$ cat config.mk
export PLATFORM = sky130hd
export DESIGN_NAME = framed_uart_command_engine
export DESIGN_NICKNAME = d
export VERILOG_FILES = /design/src/frame_cmd_pkg.sv /design/src/byte_skid2.sv /design/src/framed_uart_command_engine.sv
export VERILOG_INCLUDE_DIRS = /design/src
export SDC_FILE = /design/constraint.sdc
export NUM_CORES = 2
export LEC_CHECK = 0
export BUFFER_PORTS_ARGS = -buffer_cell sky130_fd_sc_hd__buf_2
export CORE_MARGIN = 2
export CORE_UTILIZATION = 45
export DETAILED_ROUTE_END_ITERATION = 10
export GPL_TIMING_DRIVEN = 1
export SETUP_SLACK_MARGIN = 0.15
export SLEW_MARGIN = 30
export SYNTH_ARGS = -nofsm -noshare
export SYNTH_HDL_FRONTEND = slang
export SYNTH_HIERARCHICAL = 1
export SYNTH_SLANG_ARGS = --single-unit
$ cat constraint.sdc
create_clock -name clk_i -period 6.5 [get_ports clk_i]
set_input_delay 1.3 -clock clk_i [delete_from_list [all_inputs] [get_ports clk_i]]
set_output_delay 1.3 -clock clk_i [all_outputs]
set_load 0.05 [all_outputs]
$ cat src/frame_cmd_map.svh
// Constants of the framed command engine: codes, byte values, sizes.
// Included by the engine; holds definitions only.
`ifndef FRAME_CMD_MAP_SVH
`define FRAME_CMD_MAP_SVH
// ---------------------------------------------------------------
// Frame bytes
// ---------------------------------------------------------------
`define LEAD_BYTE        8'hA5
`define ACK_BYTE         8'h06
`define NAK_BYTE         8'h15
`define CHECKSUM_ERROR_REPLY 8'h51
`define STREAM_LEAD_BYTE_FIRST  8'hAB
`define STREAM_LEAD_BYTE_SECOND 8'hCD
`define STREAM_LEAD_BYTE_THIRD  8'hEF
// ---------------------------------------------------------------
// Command codes
// ---------------------------------------------------------------
`define CMD_RD16   8'h52
`define CMD_RD32   8'h44
`define CMD_WR16   8'h57
`define CMD_WR32   8'h45
`define CMD_RDN    8'h4E
`define CMD_WRN    8'h4D
`define CMD_SEL    8'h4C
`define CMD_DESEL  8'h4B
`define CMD_PTR    8'h41
`define CMD_SAVE   8'h53
`define CMD_PGRD   8'h42
`define CMD_PGWR   8'h50
`define CMD_ERASE  8'h4F
`define CMD_CALG   8'h5A
`define CMD_CALF   8'h76
// ---------------------------------------------------------------
// Sizes and limits
// ---------------------------------------------------------------
`define FRAME_DEPTH  128
`define FRAME_MIN    8'h04
`define RESP_DEPTH   64
`define READ_MAX     7'h30
`define WRITE_MAX    8'h40
`define PAGE_LEN     7'h10
`define STREAM_LEN   7'h10
`define PTR_MAX      16'h00FF
`endif

$ cat src/frame_cmd_pkg.sv
// Types shared by the framed command engine.
// Pure type definitions; no logic.
package frame_cmd_pkg;
   typedef enum logic [3:0] {
      S_IDLE, S_RXC, S_RXB, S_EXEC, S_XA, S_XW, S_XC, S_TX, S_AUTO
   } state_e;
endpackage : frame_cmd_pkg

$ cat src/byte_skid2.sv
// Two-entry buffer with valid/ready on both sides.
// Same clock on both sides; outputs come from flip-flops.
`timescale 1ns/1ps
module byte_skid2 (
   input  wire logic       clk_i,
   input  wire logic       nrst_i,
   input  wire logic       in_valid_i,
   input  wire logic [7:0] in_data_i,
   output logic            in_ready_o,
   output logic            out_valid_o,
   output logic [7:0]      out_data_o,
   input  wire logic       out_ready_i
);
   logic [7:0] head_q, head_d, tail_q, tail_d;
   logic       hv_q, hv_d, tv_q, tv_d;
   logic       push, pop;

   // ---------------------------------------------------------------
   // Next state; tail entry absorbs one word while head stalls
   // ---------------------------------------------------------------
   always_comb begin
      push   = in_valid_i && !tv_q;
      pop    = hv_q && out_ready_i;
      head_d = head_q;
      tail_d = tail_q;
      hv_d   = hv_q;
      tv_d   = tv_q;
      if (pop) begin
         if (tv_q) begin
            head_d = tail_q;
            tv_d   = 1'b0;
         end else begin
            head_d = in_data_i;
            hv_d   = push;
         end
      end else if (push) begin
         if (!hv_q) begin
            head_d = in_data_i;
            hv_d   = 1'b1;
         end else begin
            tail_d = in_data_i;
            tv_d   = 1'b1;
         end
      end
   end

   // Registers
   always_ff @(posedge clk_i or negedge nrst_i) begin
      if (!nrst_i) begin
         head_q <= 8'h00;
         tail_q <= 8'h00;
         hv_q   <= 1'b0;
         tv_q   <= 1'b0;
      end else begin
         head_q <= head_d;
         tail_q <= tail_d;
         hv_q   <= hv_d;
         tv_q   <= tv_d;
      end
   end

   assign in_ready_o  = !tv_q;   // Full only when both entries hold
   assign out_valid_o = hv_q;
   assign out_data_o  = head_q;
endmodule : byte_skid2

$ cat src/framed_uart_command_engine.sv
// Framed command interpreter behind the byte-level UART link.
// Assumes a byte receiver and transmitter on clk_i, a byte-wide register/EEPROM
// port whose read data is valid one cycle after mem_rd_o, and an async mode pin.
`timescale 1ns/1ps
`include "frame_cmd_map.svh"
module framed_uart_command_engine
   import frame_cmd_pkg::*;
(
   input  wire logic        clk_i,
   input  wire logic        nrst_i,
   input  wire logic        rx_valid_i,
   input  wire logic [7:0]  rx_data_i,
   output logic             rx_ready_o,
   output logic             tx_valid_o,
   output logic [7:0]       tx_data_o,
   input  wire logic        tx_ready_i,
   output logic [15:0]      mem_addr_o,
   output logic [7:0]       mem_wdata_o,
   output logic             mem_rd_o,
   output logic             mem_wr_o,
   output logic             mem_ee_o,
   input  wire logic [7:0]  mem_rdata_i,
   input  wire logic [7:0]  dev_addr_i,
   input  wire logic        multi_mode_i,
   input  wire logic        single_wire_i,
   input  wire logic        cycle_done_i,
   input  wire logic [31:0] irms_i,
   input  wire logic [15:0] vrms_i,
   input  wire logic [31:0] pact_i,
   input  wire logic [15:0] freq_i,
   output logic             dir_o,
   output logic             save_o,
   output logic             erase_o,
   output logic             cal_gain_o,
   output logic             cal_freq_o
);
   // ---------------------------------------------------------------
   // State
   // ---------------------------------------------------------------
   state_e      st_q, st_d;
   logic [7:0]  fb [`FRAME_DEPTH];
   logic [7:0]  resp [`RESP_DEPTH];
   logic [7:0]  fcnt_q, fcnt_d, fi_q, fi_d, ci_q, ci_d, sum_q, sum_d, code_q, code_d;
   logic [15:0] ptr_q, ptr_d, base_q, base_d, addr_q, addr_d;
   logic [6:0]  rlen_q, rlen_d, len_q, len_d, k_q, k_d, ti_q, ti_d;
   logic [7:0]  src_q, src_d, wdat_q, wdat_d;
   logic        ee_q, ee_d, wr_q, wr_d, rev_q, rev_d, mrd_q, mrd_d, mwr_q, mwr_d;
   logic        dir_q, dir_d, swp_q, swp_d, rdy_q, rdy_d, m1_q, m2_q;
   logic        save_q, save_d, erase_q, erase_d, calg_q, calg_d, calf_q, calf_d;
   logic [95:0] snap_q, snap_d;
   logic        fb_we, rs_we, rxhs, push, s_ready;
   logic [6:0]  fb_wa;
   logic [5:0]  rs_wa;
   logic [7:0]  pbyte, cmd, p1, p2, plen;
   logic [8:0]  end_i;

   // Packet length per command; 0 marks an unknown code
   function automatic logic [7:0] pkt_len(input logic [7:0] c, input logic [7:0] n);
      unique case (c)
         `CMD_RD16, `CMD_RD32: pkt_len = 8'd1;
         `CMD_WR16, `CMD_PTR: pkt_len = 8'd3;
         `CMD_WR32: pkt_len = 8'd5;
         `CMD_WRN: pkt_len = 8'(n + 8'd2);
         `CMD_PGWR: pkt_len = 8'd18;
         `CMD_RDN, `CMD_SEL, `CMD_DESEL, `CMD_SAVE, `CMD_PGRD,
         `CMD_ERASE, `CMD_CALG, `CMD_CALF: pkt_len = 8'd2;
         default: pkt_len = 8'd0;
      endcase
   endfunction : pkt_len

   // ---------------------------------------------------------------
   // Mode pin synchroniser
   // ---------------------------------------------------------------
   always_ff @(posedge clk_i or negedge nrst_i) begin
      if (!nrst_i) begin
         m1_q <= 1'b0;
         m2_q <= 1'b0;
      end else begin
         m1_q <= multi_mode_i;
         m2_q <= m1_q;
      end
   end

   assign rxhs  = rx_valid_i && rdy_q;
   assign cmd   = fb[ci_q[6:0]];
   assign p1    = fb[7'(ci_q + 8'd1)];
   assign p2    = fb[7'(ci_q + 8'd2)];
   assign plen  = pkt_len(cmd, p1);
   assign end_i = {1'b0, ci_q} + {1'b0, plen};

   // Outgoing byte for reply and stream frames
   always_comb begin
      pbyte = sum_q;
      if (st_q == S_AUTO) begin
         unique case (ti_q)
            7'd0: pbyte = `STREAM_LEAD_BYTE_FIRST;
            7'd1: pbyte = `STREAM_LEAD_BYTE_SECOND;
            7'd2: pbyte = `STREAM_LEAD_BYTE_THIRD;
            7'd15: pbyte = sum_q;
            default: pbyte = snap_q[8*(ti_q-7'd3) +: 8];
         endcase
      end else if (code_q != `ACK_BYTE || rlen_q == 7'd0) begin
         pbyte = code_q;
      end else if (ti_q == 7'd0) begin
         pbyte = `ACK_BYTE;
      end else if (ti_q == 7'd1) begin
         pbyte = {1'b0, 7'(rlen_q + 7'd3)};
      end else if (ti_q < 7'(rlen_q + 7'd2)) begin
         pbyte = resp[6'(ti_q - 7'd2)];
      end
   end

   assign push = (st_q == S_TX || st_q == S_AUTO) && s_ready;

   // ---------------------------------------------------------------
   // Main sequencer
   // ---------------------------------------------------------------
   always_comb begin
      st_d = st_q; fcnt_d = fcnt_q; fi_d = fi_q; ci_d = ci_q; sum_d = sum_q;
      code_d = code_q; ptr_d = ptr_q; base_d = base_q; addr_d = addr_q;
      rlen_d = rlen_q; len_d = len_q; k_d = k_q; ti_d = ti_q; src_d = src_q;
      wdat_d = wdat_q; ee_d = ee_q; wr_d = wr_q; rev_d = rev_q; dir_d = dir_q;
      snap_d = snap_q;
      mrd_d = 1'b0; mwr_d = 1'b0; save_d = 1'b0; erase_d = 1'b0;
      calg_d = 1'b0; calf_d = 1'b0;
      fb_we = 1'b0; fb_wa = fi_q[6:0]; rs_we = 1'b0; rs_wa = rlen_q[5:0];
      // Event is kept pending while busy; a new event beats the clear
      swp_d = swp_q || (single_wire_i && cycle_done_i);
      unique case (st_q)
         S_IDLE: begin
            if (rxhs) begin
               if (rx_data_i == `LEAD_BYTE) begin
                  fb_we = 1'b1; fb_wa = 7'd0;
                  sum_d = rx_data_i;
                  fi_d  = 8'd1;
                  st_d  = S_RXC;
               end
            end else if (swp_q) begin
               swp_d  = single_wire_i && cycle_done_i;
               snap_d = {freq_i, pact_i, vrms_i, irms_i};
               sum_d  = 8'h00; ti_d = 7'd0;
               st_d   = S_AUTO;
            end
         end
         S_RXC: if (rxhs) begin
            fb_we = 1'b1; fb_wa = 7'd1;
            fcnt_d = rx_data_i;
            sum_d  = 8'(sum_q + rx_data_i);
            fi_d   = 8'd2;
            ti_d   = 7'd0;
            if (rx_data_i < `FRAME_MIN || rx_data_i > 8'(`FRAME_DEPTH)) begin
               code_d = `NAK_BYTE;
               st_d   = S_TX;
            end else begin
               st_d = S_RXB;
            end
         end
         S_RXB: if (rxhs) begin
            fb_we = 1'b1;
            if (fi_q == 8'(fcnt_q - 8'd1)) begin
               rlen_d = 7'd0; ci_d = 8'd2;
               if (rx_data_i == sum_q) begin
                  code_d = `ACK_BYTE;
                  st_d   = S_EXEC;
               end else begin
                  code_d = `CHECKSUM_ERROR_REPLY;
                  st_d   = S_TX;
               end
            end else begin
               sum_d = 8'(sum_q + rx_data_i);
               fi_d  = 8'(fi_q + 8'd1);
            end
         end
         S_EXEC: begin
            k_d = 7'd0; src_d = 8'(ci_q + 8'd1); rev_d = 1'b0; ee_d = 1'b0;
            wr_d = 1'b0; base_d = ptr_q; ci_d = end_i[7:0];
            if (ci_q == 8'(fcnt_q - 8'd1)) begin
               sum_d = 8'h00;
               st_d  = S_TX;
            end else if (plen == 8'd0 || end_i > {1'b0, 8'(fcnt_q - 8'd1)}) begin
               code_d = `NAK_BYTE;
               st_d   = S_TX;
            end else begin
               unique case (cmd)
                  `CMD_RD16, `CMD_RD32: begin
                     len_d = (cmd == `CMD_RD16) ? 7'd2 : 7'd4;
                     rev_d = 1'b1;
                     st_d  = S_XA;
                  end
                  `CMD_RDN: begin
                     len_d = p1[6:0];
                     st_d  = S_XA;
                  end
                  `CMD_WR16, `CMD_WR32: begin
                     len_d = (cmd == `CMD_WR16) ? 7'd2 : 7'd4;
                     rev_d = 1'b1; wr_d = 1'b1;
                     st_d  = S_XA;
                  end
                  `CMD_WRN: begin
                     len_d = p1[6:0];
                     src_d = 8'(ci_q + 8'd2);
                     wr_d  = 1'b1;
                     st_d  = (p1 > `WRITE_MAX) ? S_TX : S_XA;
                  end
                  `CMD_PGRD, `CMD_PGWR: begin
                     len_d  = `PAGE_LEN;
                     base_d = {4'h0, p1, 4'h0};
                     src_d  = 8'(ci_q + 8'd2);
                     ee_d   = 1'b1; wr_d = (cmd == `CMD_PGWR);
                     st_d   = S_XA;
                  end
                  `CMD_PTR: if ({p1, p2} <= `PTR_MAX) ptr_d = {p1, p2};
                  else st_d = S_TX;
                  default: if (p1 != dev_addr_i) st_d = S_TX;
                  else begin
                     if (cmd == `CMD_SEL && m2_q) dir_d = 1'b1;
                     if (cmd == `CMD_DESEL && m2_q) dir_d = 1'b0;
                     save_d  = (cmd == `CMD_SAVE);
                     erase_d = (cmd == `CMD_ERASE);
                     calg_d  = (cmd == `CMD_CALG);
                     calf_d  = (cmd == `CMD_CALF);
                  end
               endcase
               // Reply space bounds the reads of one frame
               if (!wr_d && st_d == S_XA && 8'(rlen_q) + 8'(len_d) > 8'(`RESP_DEPTH))
                  st_d = S_TX;
               if (cmd == `CMD_RDN && 8'(rlen_q) + p1 > 8'(`READ_MAX))
                  st_d = S_TX;
               if (st_d == S_TX) begin
                  code_d = `NAK_BYTE;
                  sum_d  = 8'h00;
               end
            end
            ti_d = 7'd0;
         end
         S_XA: begin
            addr_d = rev_q ? 16'(base_q + 16'(len_q) - 16'd1 - 16'(k_q)) : 16'(base_q + 16'(k_q));
            wdat_d = fb[7'(src_q + 8'(k_q))];
            mrd_d  = !wr_q;
            mwr_d  = wr_q;
            st_d   = (len_q == 7'd0) ? S_EXEC : S_XW;
         end
         S_XW: st_d = S_XC;
         S_XC: begin
            rs_we  = !wr_q;
            rlen_d = wr_q ? rlen_q : 7'(rlen_q + 7'd1);
            k_d    = 7'(k_q + 7'd1);
            st_d   = (7'(k_q + 7'd1) == len_q) ? S_EXEC : S_XA;
         end
         S_TX: if (push) begin
            sum_d = 8'(sum_q + pbyte);
            ti_d  = 7'(ti_q + 7'd1);
            if (code_q != `ACK_BYTE || rlen_q == 7'd0 || ti_q == 7'(rlen_q + 7'd2))
               st_d = S_IDLE;
         end
         S_AUTO: if (push) begin
            sum_d = 8'(sum_q + pbyte);
            ti_d  = 7'(ti_q + 7'd1);
            if (ti_q == 7'(`STREAM_LEN - 7'd1)) st_d = S_IDLE;
         end
      endcase
      ee_d  = (st_d == S_XA || st_d == S_XW || st_d == S_XC) ? ee_d : 1'b0;
      rdy_d = (st_d == S_IDLE || st_d == S_RXC || st_d == S_RXB);
   end

   // Registers of the sequencer
   always_ff @(posedge clk_i or negedge nrst_i) begin
      if (!nrst_i) begin
         st_q <= S_IDLE; fcnt_q <= 8'h00; fi_q <= 8'h00; ci_q <= 8'h00;
         sum_q <= 8'h00; code_q <= 8'h00; ptr_q <= 16'h0000; base_q <= 16'h0000;
         addr_q <= 16'h0000; rlen_q <= 7'h00; len_q <= 7'h00; k_q <= 7'h00;
         ti_q <= 7'h00; src_q <= 8'h00; wdat_q <= 8'h00; ee_q <= 1'b0;
         wr_q <= 1'b0; rev_q <= 1'b0; mrd_q <= 1'b0; mwr_q <= 1'b0;
         dir_q <= 1'b0; swp_q <= 1'b0; rdy_q <= 1'b0; snap_q <= 96'h0;
         save_q <= 1'b0; erase_q <= 1'b0; calg_q <= 1'b0; calf_q <= 1'b0;
      end else begin
         st_q <= st_d; fcnt_q <= fcnt_d; fi_q <= fi_d; ci_q <= ci_d;
         sum_q <= sum_d; code_q <= code_d; ptr_q <= ptr_d; base_q <= base_d;
         addr_q <= addr_d; rlen_q <= rlen_d; len_q <= len_d; k_q <= k_d;
         ti_q <= ti_d; src_q <= src_d; wdat_q <= wdat_d; ee_q <= ee_d;
         wr_q <= wr_d; rev_q <= rev_d; mrd_q <= mrd_d; mwr_q <= mwr_d;
         dir_q <= dir_d; swp_q <= swp_d; rdy_q <= rdy_d; snap_q <= snap_d;
         save_q <= save_d; erase_q <= erase_d; calg_q <= calg_d; calf_q <= calf_d;
      end
   end

   // Frame and reply stores; no reset, contents are rewritten per frame
   always_ff @(posedge clk_i) begin
      if (fb_we) fb[fb_wa] <= rx_data_i;
      if (rs_we) resp[rs_wa] <= mem_rdata_i;
   end

   // ---------------------------------------------------------------
   // Transmit buffer; a stalled transmitter holds the sequencer
   // ---------------------------------------------------------------
   byte_skid2 u_txbuf (
      .clk_i       (clk_i),
      .nrst_i      (nrst_i),
      .in_valid_i  (st_q == S_TX || st_q == S_AUTO),
      .in_data_i   (pbyte),
      .in_ready_o  (s_ready),
      .out_valid_o (tx_valid_o),
      .out_data_o  (tx_data_o),
      .out_ready_i (tx_ready_i)
   );

   assign rx_ready_o  = rdy_q;
   assign mem_addr_o  = addr_q;
   assign mem_wdata_o = wdat_q;
   assign mem_rd_o    = mrd_q;
   assign mem_wr_o    = mwr_q;
   assign mem_ee_o    = ee_q;
   assign dir_o       = dir_q;
   assign save_o      = save_q;
   assign erase_o     = erase_q;
   assign cal_gain_o  = calg_q;
   assign cal_freq_o  = calf_q;

   // ---------------------------------------------------------------
   // Assertions
   // ---------------------------------------------------------------
   property p_rd_capture;
      @(posedge clk_i) disable iff (!nrst_i) mem_rd_o |=> st_q == S_XC ##1 rlen_q == $past(rlen_q) + 7'd1;
   endproperty
   a_rd_capture: assert property (p_rd_capture) else $error("read byte not captured");
   property p_dir_single;
      @(posedge clk_i) disable iff (!nrst_i) !m2_q |=> $stable(dir_o);
   endproperty
   a_dir_single: assert property (p_dir_single) else $error("dir moved in single mode");
   property p_checksum_error;
      @(posedge clk_i) disable iff (!nrst_i)
         st_q == S_RXB && rxhs && fi_q == 8'(fcnt_q - 8'd1) && rx_data_i != sum_q
         |=> st_q == S_TX && code_q == `CHECKSUM_ERROR_REPLY && !mem_wr_o;
   endproperty
   a_checksum_error: assert property (p_checksum_error) else $error("bad checksum not refused");
   property p_no_early_exec;
      @(posedge clk_i) disable iff (!nrst_i)
         (st_q == S_RXB) |-> !mem_wr_o && !save_o && !erase_o && !cal_gain_o;
   endproperty
   a_no_early_exec: assert property (p_no_early_exec) else $error("command ran before check");
   property p_stream_lead;
      @(posedge clk_i) disable iff (!nrst_i)
         st_q == S_AUTO && ti_q == 7'd0 && push |-> pbyte == `STREAM_LEAD_BYTE_FIRST && sum_q == 8'h00;
   endproperty
   a_stream_lead: assert property (p_stream_lead) else $error("stream lead wrong");
   property p_stream_start;
      @(posedge clk_i) disable iff (!nrst_i) st_q == S_IDLE && swp_q && !rxhs |=> st_q == S_AUTO;
   endproperty
   a_stream_start: assert property (p_stream_start) else $error("stream not started");
   property p_ptr_range;
      @(posedge clk_i) disable iff (!nrst_i) ptr_q <= `PTR_MAX;
   endproperty
   a_ptr_range: assert property (p_ptr_range) else $error("pointer out of range");
   property p_ack_lead;
      @(posedge clk_i) disable iff (!nrst_i)
         st_q == S_TX && ti_q == 7'd0 && code_q == `ACK_BYTE |-> pbyte == `ACK_BYTE && sum_q == 8'h00;
   endproperty
   a_ack_lead: assert property (p_ack_lead) else $error("reply lead not ack");
   property p_save_pulse;
      @(posedge clk_i) disable iff (!nrst_i) save_o |=> !save_o ##1 !save_o;
   endproperty
   a_save_pulse: assert property (p_save_pulse) else $error("save not one pulse");
   c_stream: cover property (@(posedge clk_i) disable iff (!nrst_i) st_q == S_AUTO && ti_q == 7'd15 && push);
   c_data_reply: cover property (@(posedge clk_i) disable iff (!nrst_i) st_q == S_TX && rlen_q > 7'd2 && push);
   c_stall: cover property (@(posedge clk_i) disable iff (!nrst_i) st_q == S_TX && !s_ready);
endmodule : framed_uart_command_engine

* After elaboration in Yosys (flattened, before gate mapping)
Memories as Yosys holds them, arrays and structs flattened. A register that Yosys moved wholly into a read port is not among the register bits.
Index checks and enable logic that the tools add are counted.
** Word-level totals
- Bits in registers :: 255
- RAM bits :: 1536
- Bits of input ports :: 127
- Output and inout bits :: 42
- Logic and storage cells :: 352
- Memories :: 2
** Operators by class
- Add/subtract/negate cells :: 22
- Magnitude comparators :: 8
- Equality and inequality tests :: 61
- Shift operators :: 1
- Multiplexer cells :: 152
- Bitwise operators :: 6
- Reductions and logical operators :: 67
** Memories
- fb :: words 128, bits a word 8, read ports 4, clocked after Yosys merged registers in 1, wr ports 1, RTL line framed_uart_command_engine.sv:41 : logic [7:0] fb [`FRAME_DEPTH];
- resp :: words 64, bits a word 8, read ports 1, clocked after Yosys merged registers in 0, wr ports 1, RTL line framed_uart_command_engine.sv:42 : logic [7:0] resp [`RESP_DEPTH];
** Operators by type and width (count)
- $mux 8 :: 33
- $eq 8x7->1 const B :: 15
- $mux 7 :: 17
- $shiftx 96x33->8 :: 1
- $mux 4 :: 22
- $mux 16 :: 4
- $pmux 7 s4 :: 2
- $mux 1 :: 54
- $pmux 8 s3 :: 2
- $pmux 8 s6 :: 1
- $pmux 7 s2 :: 3
- $pmux 8 s5 :: 1
- $eq 4x3->1 const B :: 9
- $pmux 4 s9 :: 1
- $add 16x7->16 :: 2
- $pmux 8 s4 :: 1
- $add 7x1->7 const B :: 4
- $ne 2x2->1 const B :: 13
- $eq 8x8->1 :: 3
- $add 7x2->7 const B :: 3
- $logic_not 7->1 :: 3
- $mux 3 :: 6
- $add 8x8->8 :: 2
- $gt 8x7->1 const B :: 2
- 56 further kinds :: 113

* Logic depth before layout (Yosys ltp)
An unclocked memory read counts as a cell.
- Depth after elaboration :: 25
- Mapped depth :: 35
- Mapped depth without buffers :: 28

* Cells and area by module
Netlist, hierarchy kept.
** Modules (own cells, without submodules)
- framed_uart_command_engine :: instances 1, cells an instance 6233, area each 100584.0 um^2, sequential area each 52155.0 um^2
- byte_skid2 :: instances 1, cells an instance 56, area each 775.7 um^2, sequential area each 450.4 um^2

* Least setup slack after synthesis
Ideal clock, no wire load.
- Path kind :: register to register
- From :: register ci_q[1]
- To :: register sum_q[0]
- Library setup time :: 0.125 ns
- Arrival :: 7.000 ns
- Data required time :: 6.375 ns
- Slack :: -0.625 ns
- Cell stages (with the launch flop) :: 32
- Path buffers :: 5
- Period minus slack after synthesis :: 7.125 ns
- Path through :: dfrtp_1 buf_6 buf_6 buf_6 buf_2 buf_2 mux4_2 a221oi_1 o21ai_1 a21oi_1 and2_1 nor3_1 or3_1 o21ai_2 nor2_1 ha_1 fa_1 ha_1 nor2b_1 o21a_1 o21a_1 o21a_1 o21a_1 o21a_1 o21a_1 o22ai_1 nand2_1 a311oi_2 nor3_1 a311o_1 a31oi_4 mux2_4
** On the way
- Word-level cells in the longest chain between the ends :: 19
- Elaborated cells on any way between the ends :: 73
- Classes of those cells :: add/sub: 6; order compare: 5; eq/ne: 21; mux: 25; reduce/logical: 15; memory: 1
** RTL lines
- start, declared :: RTL line framed_uart_command_engine.sv:43 : logic [7:0] fcnt_q, fcnt_d, fi_q, fi_d, ci_q, ci_d, sum_q, sum_d, code_q, code_d;
- start signal, assigned :: RTL line framed_uart_command_engine.sv:277 : st_q <= st_d; fcnt_q <= fcnt_d; fi_q <= fi_d; ci_q <= ci_d;
- branches (longest 19 deep; another with $mem_v2 128x8)
- end signal, assigned :: RTL line framed_uart_command_engine.sv:278 : sum_q <= sum_d; code_q <= code_d; ptr_q <= ptr_d; base_q <= base_d;
- end, declared :: RTL line framed_uart_command_engine.sv:43
Parallel ways; which one is timed is not known. The select of a mux whose other input is x is not followed.
A chain may end at the register's enable or synchronous reset.

* Worst setup path after layout
- From :: register ci_q[1]
- To :: register sum_q[0]
** On the way
- Word-level cells in the longest chain between the ends :: 19
- Elaborated cells on any way between the ends :: 73
- Classes of those cells :: add/sub: 6; order compare: 5; eq/ne: 21; mux: 25; reduce/logical: 15; memory: 1
** RTL lines
- $add 7x1->7 * :: RTL line framed_uart_command_engine.sv:86 : assign p1 = fb[7'(ci_q + 8'd1)];
- $mem_v2 128x8 *
- via p1[3] :: RTL line framed_uart_command_engine.sv:54 : logic [7:0] pbyte, cmd, p1, p2, plen;
- branches (longest 16 deep; another with $add 7x7->8)
- $reduce_and 9->1 (no line) *
Mark *: on every way through the listed nets, which the timed path passes. The select of a mux whose other input is x is not followed.

==> impl_results.md <==
* Worst-Skew Late Latency at 930 ps
* Core area at 224000 sq um
* EDFF count, synth at 1536
* Total Power at 61.5 mW
* Final wirelength at 384 mm
* Failing checks: setup timing
* Grt total ovfl at 0
* Clk slew on worst S/H paths at 70 ps
* Sink Count at 1795
* Post-synth top area share at 45.5%
* Layout cells sized above 1 at 48.3%
* Vias at 73500
* Fillers at 17500
* Top cell type by total area after synthesis: edfxtp_1
* DIE AREA at 229000 sq um
* Final nets at 8143
* Cells taking the most area after synthesis: edfxtp_1 46%, mux4_2 28%, dfrtp_1 6.4%
* Arrival time at the worst endpoint at 8230 ps
* WP data required at 7230 ps
* Horiz. Die Dim at 479 microns
* RSZ-0062 raised after global routing: yes
* Largest net degree at the start of global routing at 130
* RePlAce Congestion at 0.991
* Largest vdd supply drop at 0.431 mV
* Fin. Hold Viols at 0
* Number of synthesis warnings at 6
* CP max FO at 9
* CTS HTree Levels at 4
* Yosys cell types at 114
* Tcrit/Tclk final at 115%
* Non-filler instance count after layout at 11100
* Routed len/inst at 34.7 microns
* Most common cell in the synthesized netlist: edfxtp_1
* Initial Util at 45.2%
* WS Path Type: register to register
* Placed Cells at 10600
* Clk_skew at 84.2 ps
* Post-synth ARST share at 14.4%
* Die height at 479 microns
* Fin. max-slew vios at 0
* Flops & latches, synth at 1795
* Area Overhead vs Synth at 25.3%
* Slew HR at 24.2%
* CP startpoint kind: register
* Post-synthesis sequential area ratio at 51.9%
* Port Buf Inserts at 168
* Syn nets at 6534
* First-pass GRT wire length at 541 mm
* Final ANT Viol Nets at 0
* # DRC at 0
* Setup crit end kind: register
* Maxcap violations at 0
* Hold Crit Class: register to register
* Number of global-route vias before repair at 71600
* Initial antenna violation count at 17
* Clock tree buffer depth at 3
* Post-synthesis cell count at 6289
* Root Driver: clkbuf_16
* Site Rows at 174
* Power Dens Cells at 485 nW/um^2
* Drt via density at 6.64
* Synthesized area at 101000 sq um
* Min Hold Slack at 347 ps
* DRT iter0 DRCs at 11100
* Syn avg cell area at 16.1 sq um
* Crit-path most repeated cell: buf_4
* Final setup violation count at 70
* CTS tree: done
* CP max stage cell: dfrtp_4
* Global-route usage over all layers at 33.2%
* Leak at 45.5 nW
* Synth Flop Type: edfxtp_1
* Fmax at 133 MHz
* Post-DP HPWL at 276 mm
* DRT Pass-1 Iters at 6
* Status: complete, but fails checks
* Period minus WS final at 7500 ps
* Cts bufs inserted at 197
* Post-synth top cells: 1536 x edfxtp_1, 1262 x mux4_2, 486 x nand2_1
* I/O pin cnt at 169
* Slew @ Worst Pin at 1130 ps
* Worst setup margin at -999 ps
* Critical Path Max Stage Delay at 580 ps
* Hold buffers post-CTS at 0
-- where the power goes --
part	leakage [nW]	internal, mW	total (mW)	switching, mW
Sequential	17.1	13.0	13.5	0.476
Clock	3.35	6.94	12.0	5.06
Combinational	25.1	16.9	36.0	19.2
Total	45.5	36.8	61.5	24.7
-- placed cells by master (no fill, tap or decap), types with 47 or more instances in the layout --
cell type     n
nor2b_1      47
mux2_2      126
buf_4      1551
nand2_1     473
mux2i_1     153
inv_1       135
buf_2       153
clkbuf_16   204
ha_1         99
a31oi_1      47
a21oi_1     126
nor2_1      307
dfrtp_1     250
nand3_1     109
o21ai_0     125
xor2_1       55
edfxtp_1   1536
mux4_2     1262
nor2_2       53
buf_12      116
xnor2_1      75
-- sequential cells by signal, summed over array words and instances, names as in the netlist, 4 cells and up --
signal              flops
fb                   1024
resp                  512
snap_q                 96
base_q                 16
mem_addr_o             16
ptr_q                  16
ci_q                    8
fcnt_q                  8
fi_q                    8
mem_wdata_o             8
sum_q                   8
u_txbuf/out_data_o      8
u_txbuf/tail_q          8
k_q                     7
len_q                   7
rlen_q                  7
src_q                   7
ti_q                    7
code_q                  4
st_q                    4
-- path summary, 6_finish.rpt --
check                         from       endpoint  slack [ps]  depth (start not counted)
max reg2reg                ci_q[1]       sum_q[0]       -1000                         33
min                           m1_q           m2_q         350                          0
min in group asynchronous   nrst_i  mem_addr_o[5]         380                          1
max                        ci_q[1]       sum_q[0]       -1000                         33
min reg2reg                   m1_q           m2_q         350                          0
max in group asynchronous   nrst_i        ci_q[1]        4910                          2
-- final cells by class --
type / count / area [sq um] / share of cell area [%]
Antenna cell: 7 / 17.5 / 0.0138
Clock buffer: 240 / 5170 / 4.08
Clock inverter: 129 / 1800 / 1.42
Inverter: 142 / 533 / 0.420
Multi-Input combinational cell: 3882 / 47200 / 37.2
Sequential cell: 1795 / 52600 / 41.5
Tap cell: 2992 / 3740 / 2.95
Timing Repair Buffer: 1880 / 15800 / 12.5
-- logic make-up (layout without fill, tap and decap cells) --
kind of cell	after synthesis	count (layout)	share of synthesized area, %
AND/OR/NAND/NOR	1320	1320	6.07
AO/OA/AOI/OAI	733	734	5.12
other	0	7	0
multiplexers	1562	1562	31.2
flip-flops	1795	1795	51.9
buffers and inverters	613	2391	2.86
adder cells (fa/ha/maj)	118	118	1.56
XOR/XNOR	148	148	1.29
-- metrics by stage --
step                setup slack (ps)  area, sq um  setup TNS [ps]  util, %
floorplan                       -500       102000           -7540        -
global placement               -1230       118000          -69350     52.5
detailed placement             -1210       118000          -69660     52.6
CTS                             -877       126000          -50490     56.2
global route                   -1150       127000          -71830     56.6
finish                          -999       127000          -60320     56.6
-- worst max-delay path, delay by kind of cell, from the launching register on --
family / cells / cell delay (ps)
adders and majority gates: 3 / 830
AOI/OAI and AO/OA: 12 / 2510
xor gates and xnor gates: 2 / 370
muxes: 1 / 300
and+or+nand+nor: 6 / 1040
DFF: 1 / 580
buffers and inverters: 9 / 1710
-- repair_timing --
item	in CTS	in global routing
setup buffers	35	27
endpoints found under the hold margin	0	0
setup endpoints to repair	70	70
gates resized for setup	115	109
pin swaps	27	29
cloned	10	5
-- per-layer routing --
metal / global-route usage [%] / share of wire, % / up-vias
met1: 45.6 / 37 / 38300
met3: 9.76 / 12 / 871
li1: - / - / 29200
met4: 15.4 / 5.8 / 10
met2: 49.0 / 44 / 5120
met5: 0 / 0.020 / -
Note: power is estimated with default switching activity, not from simulation.
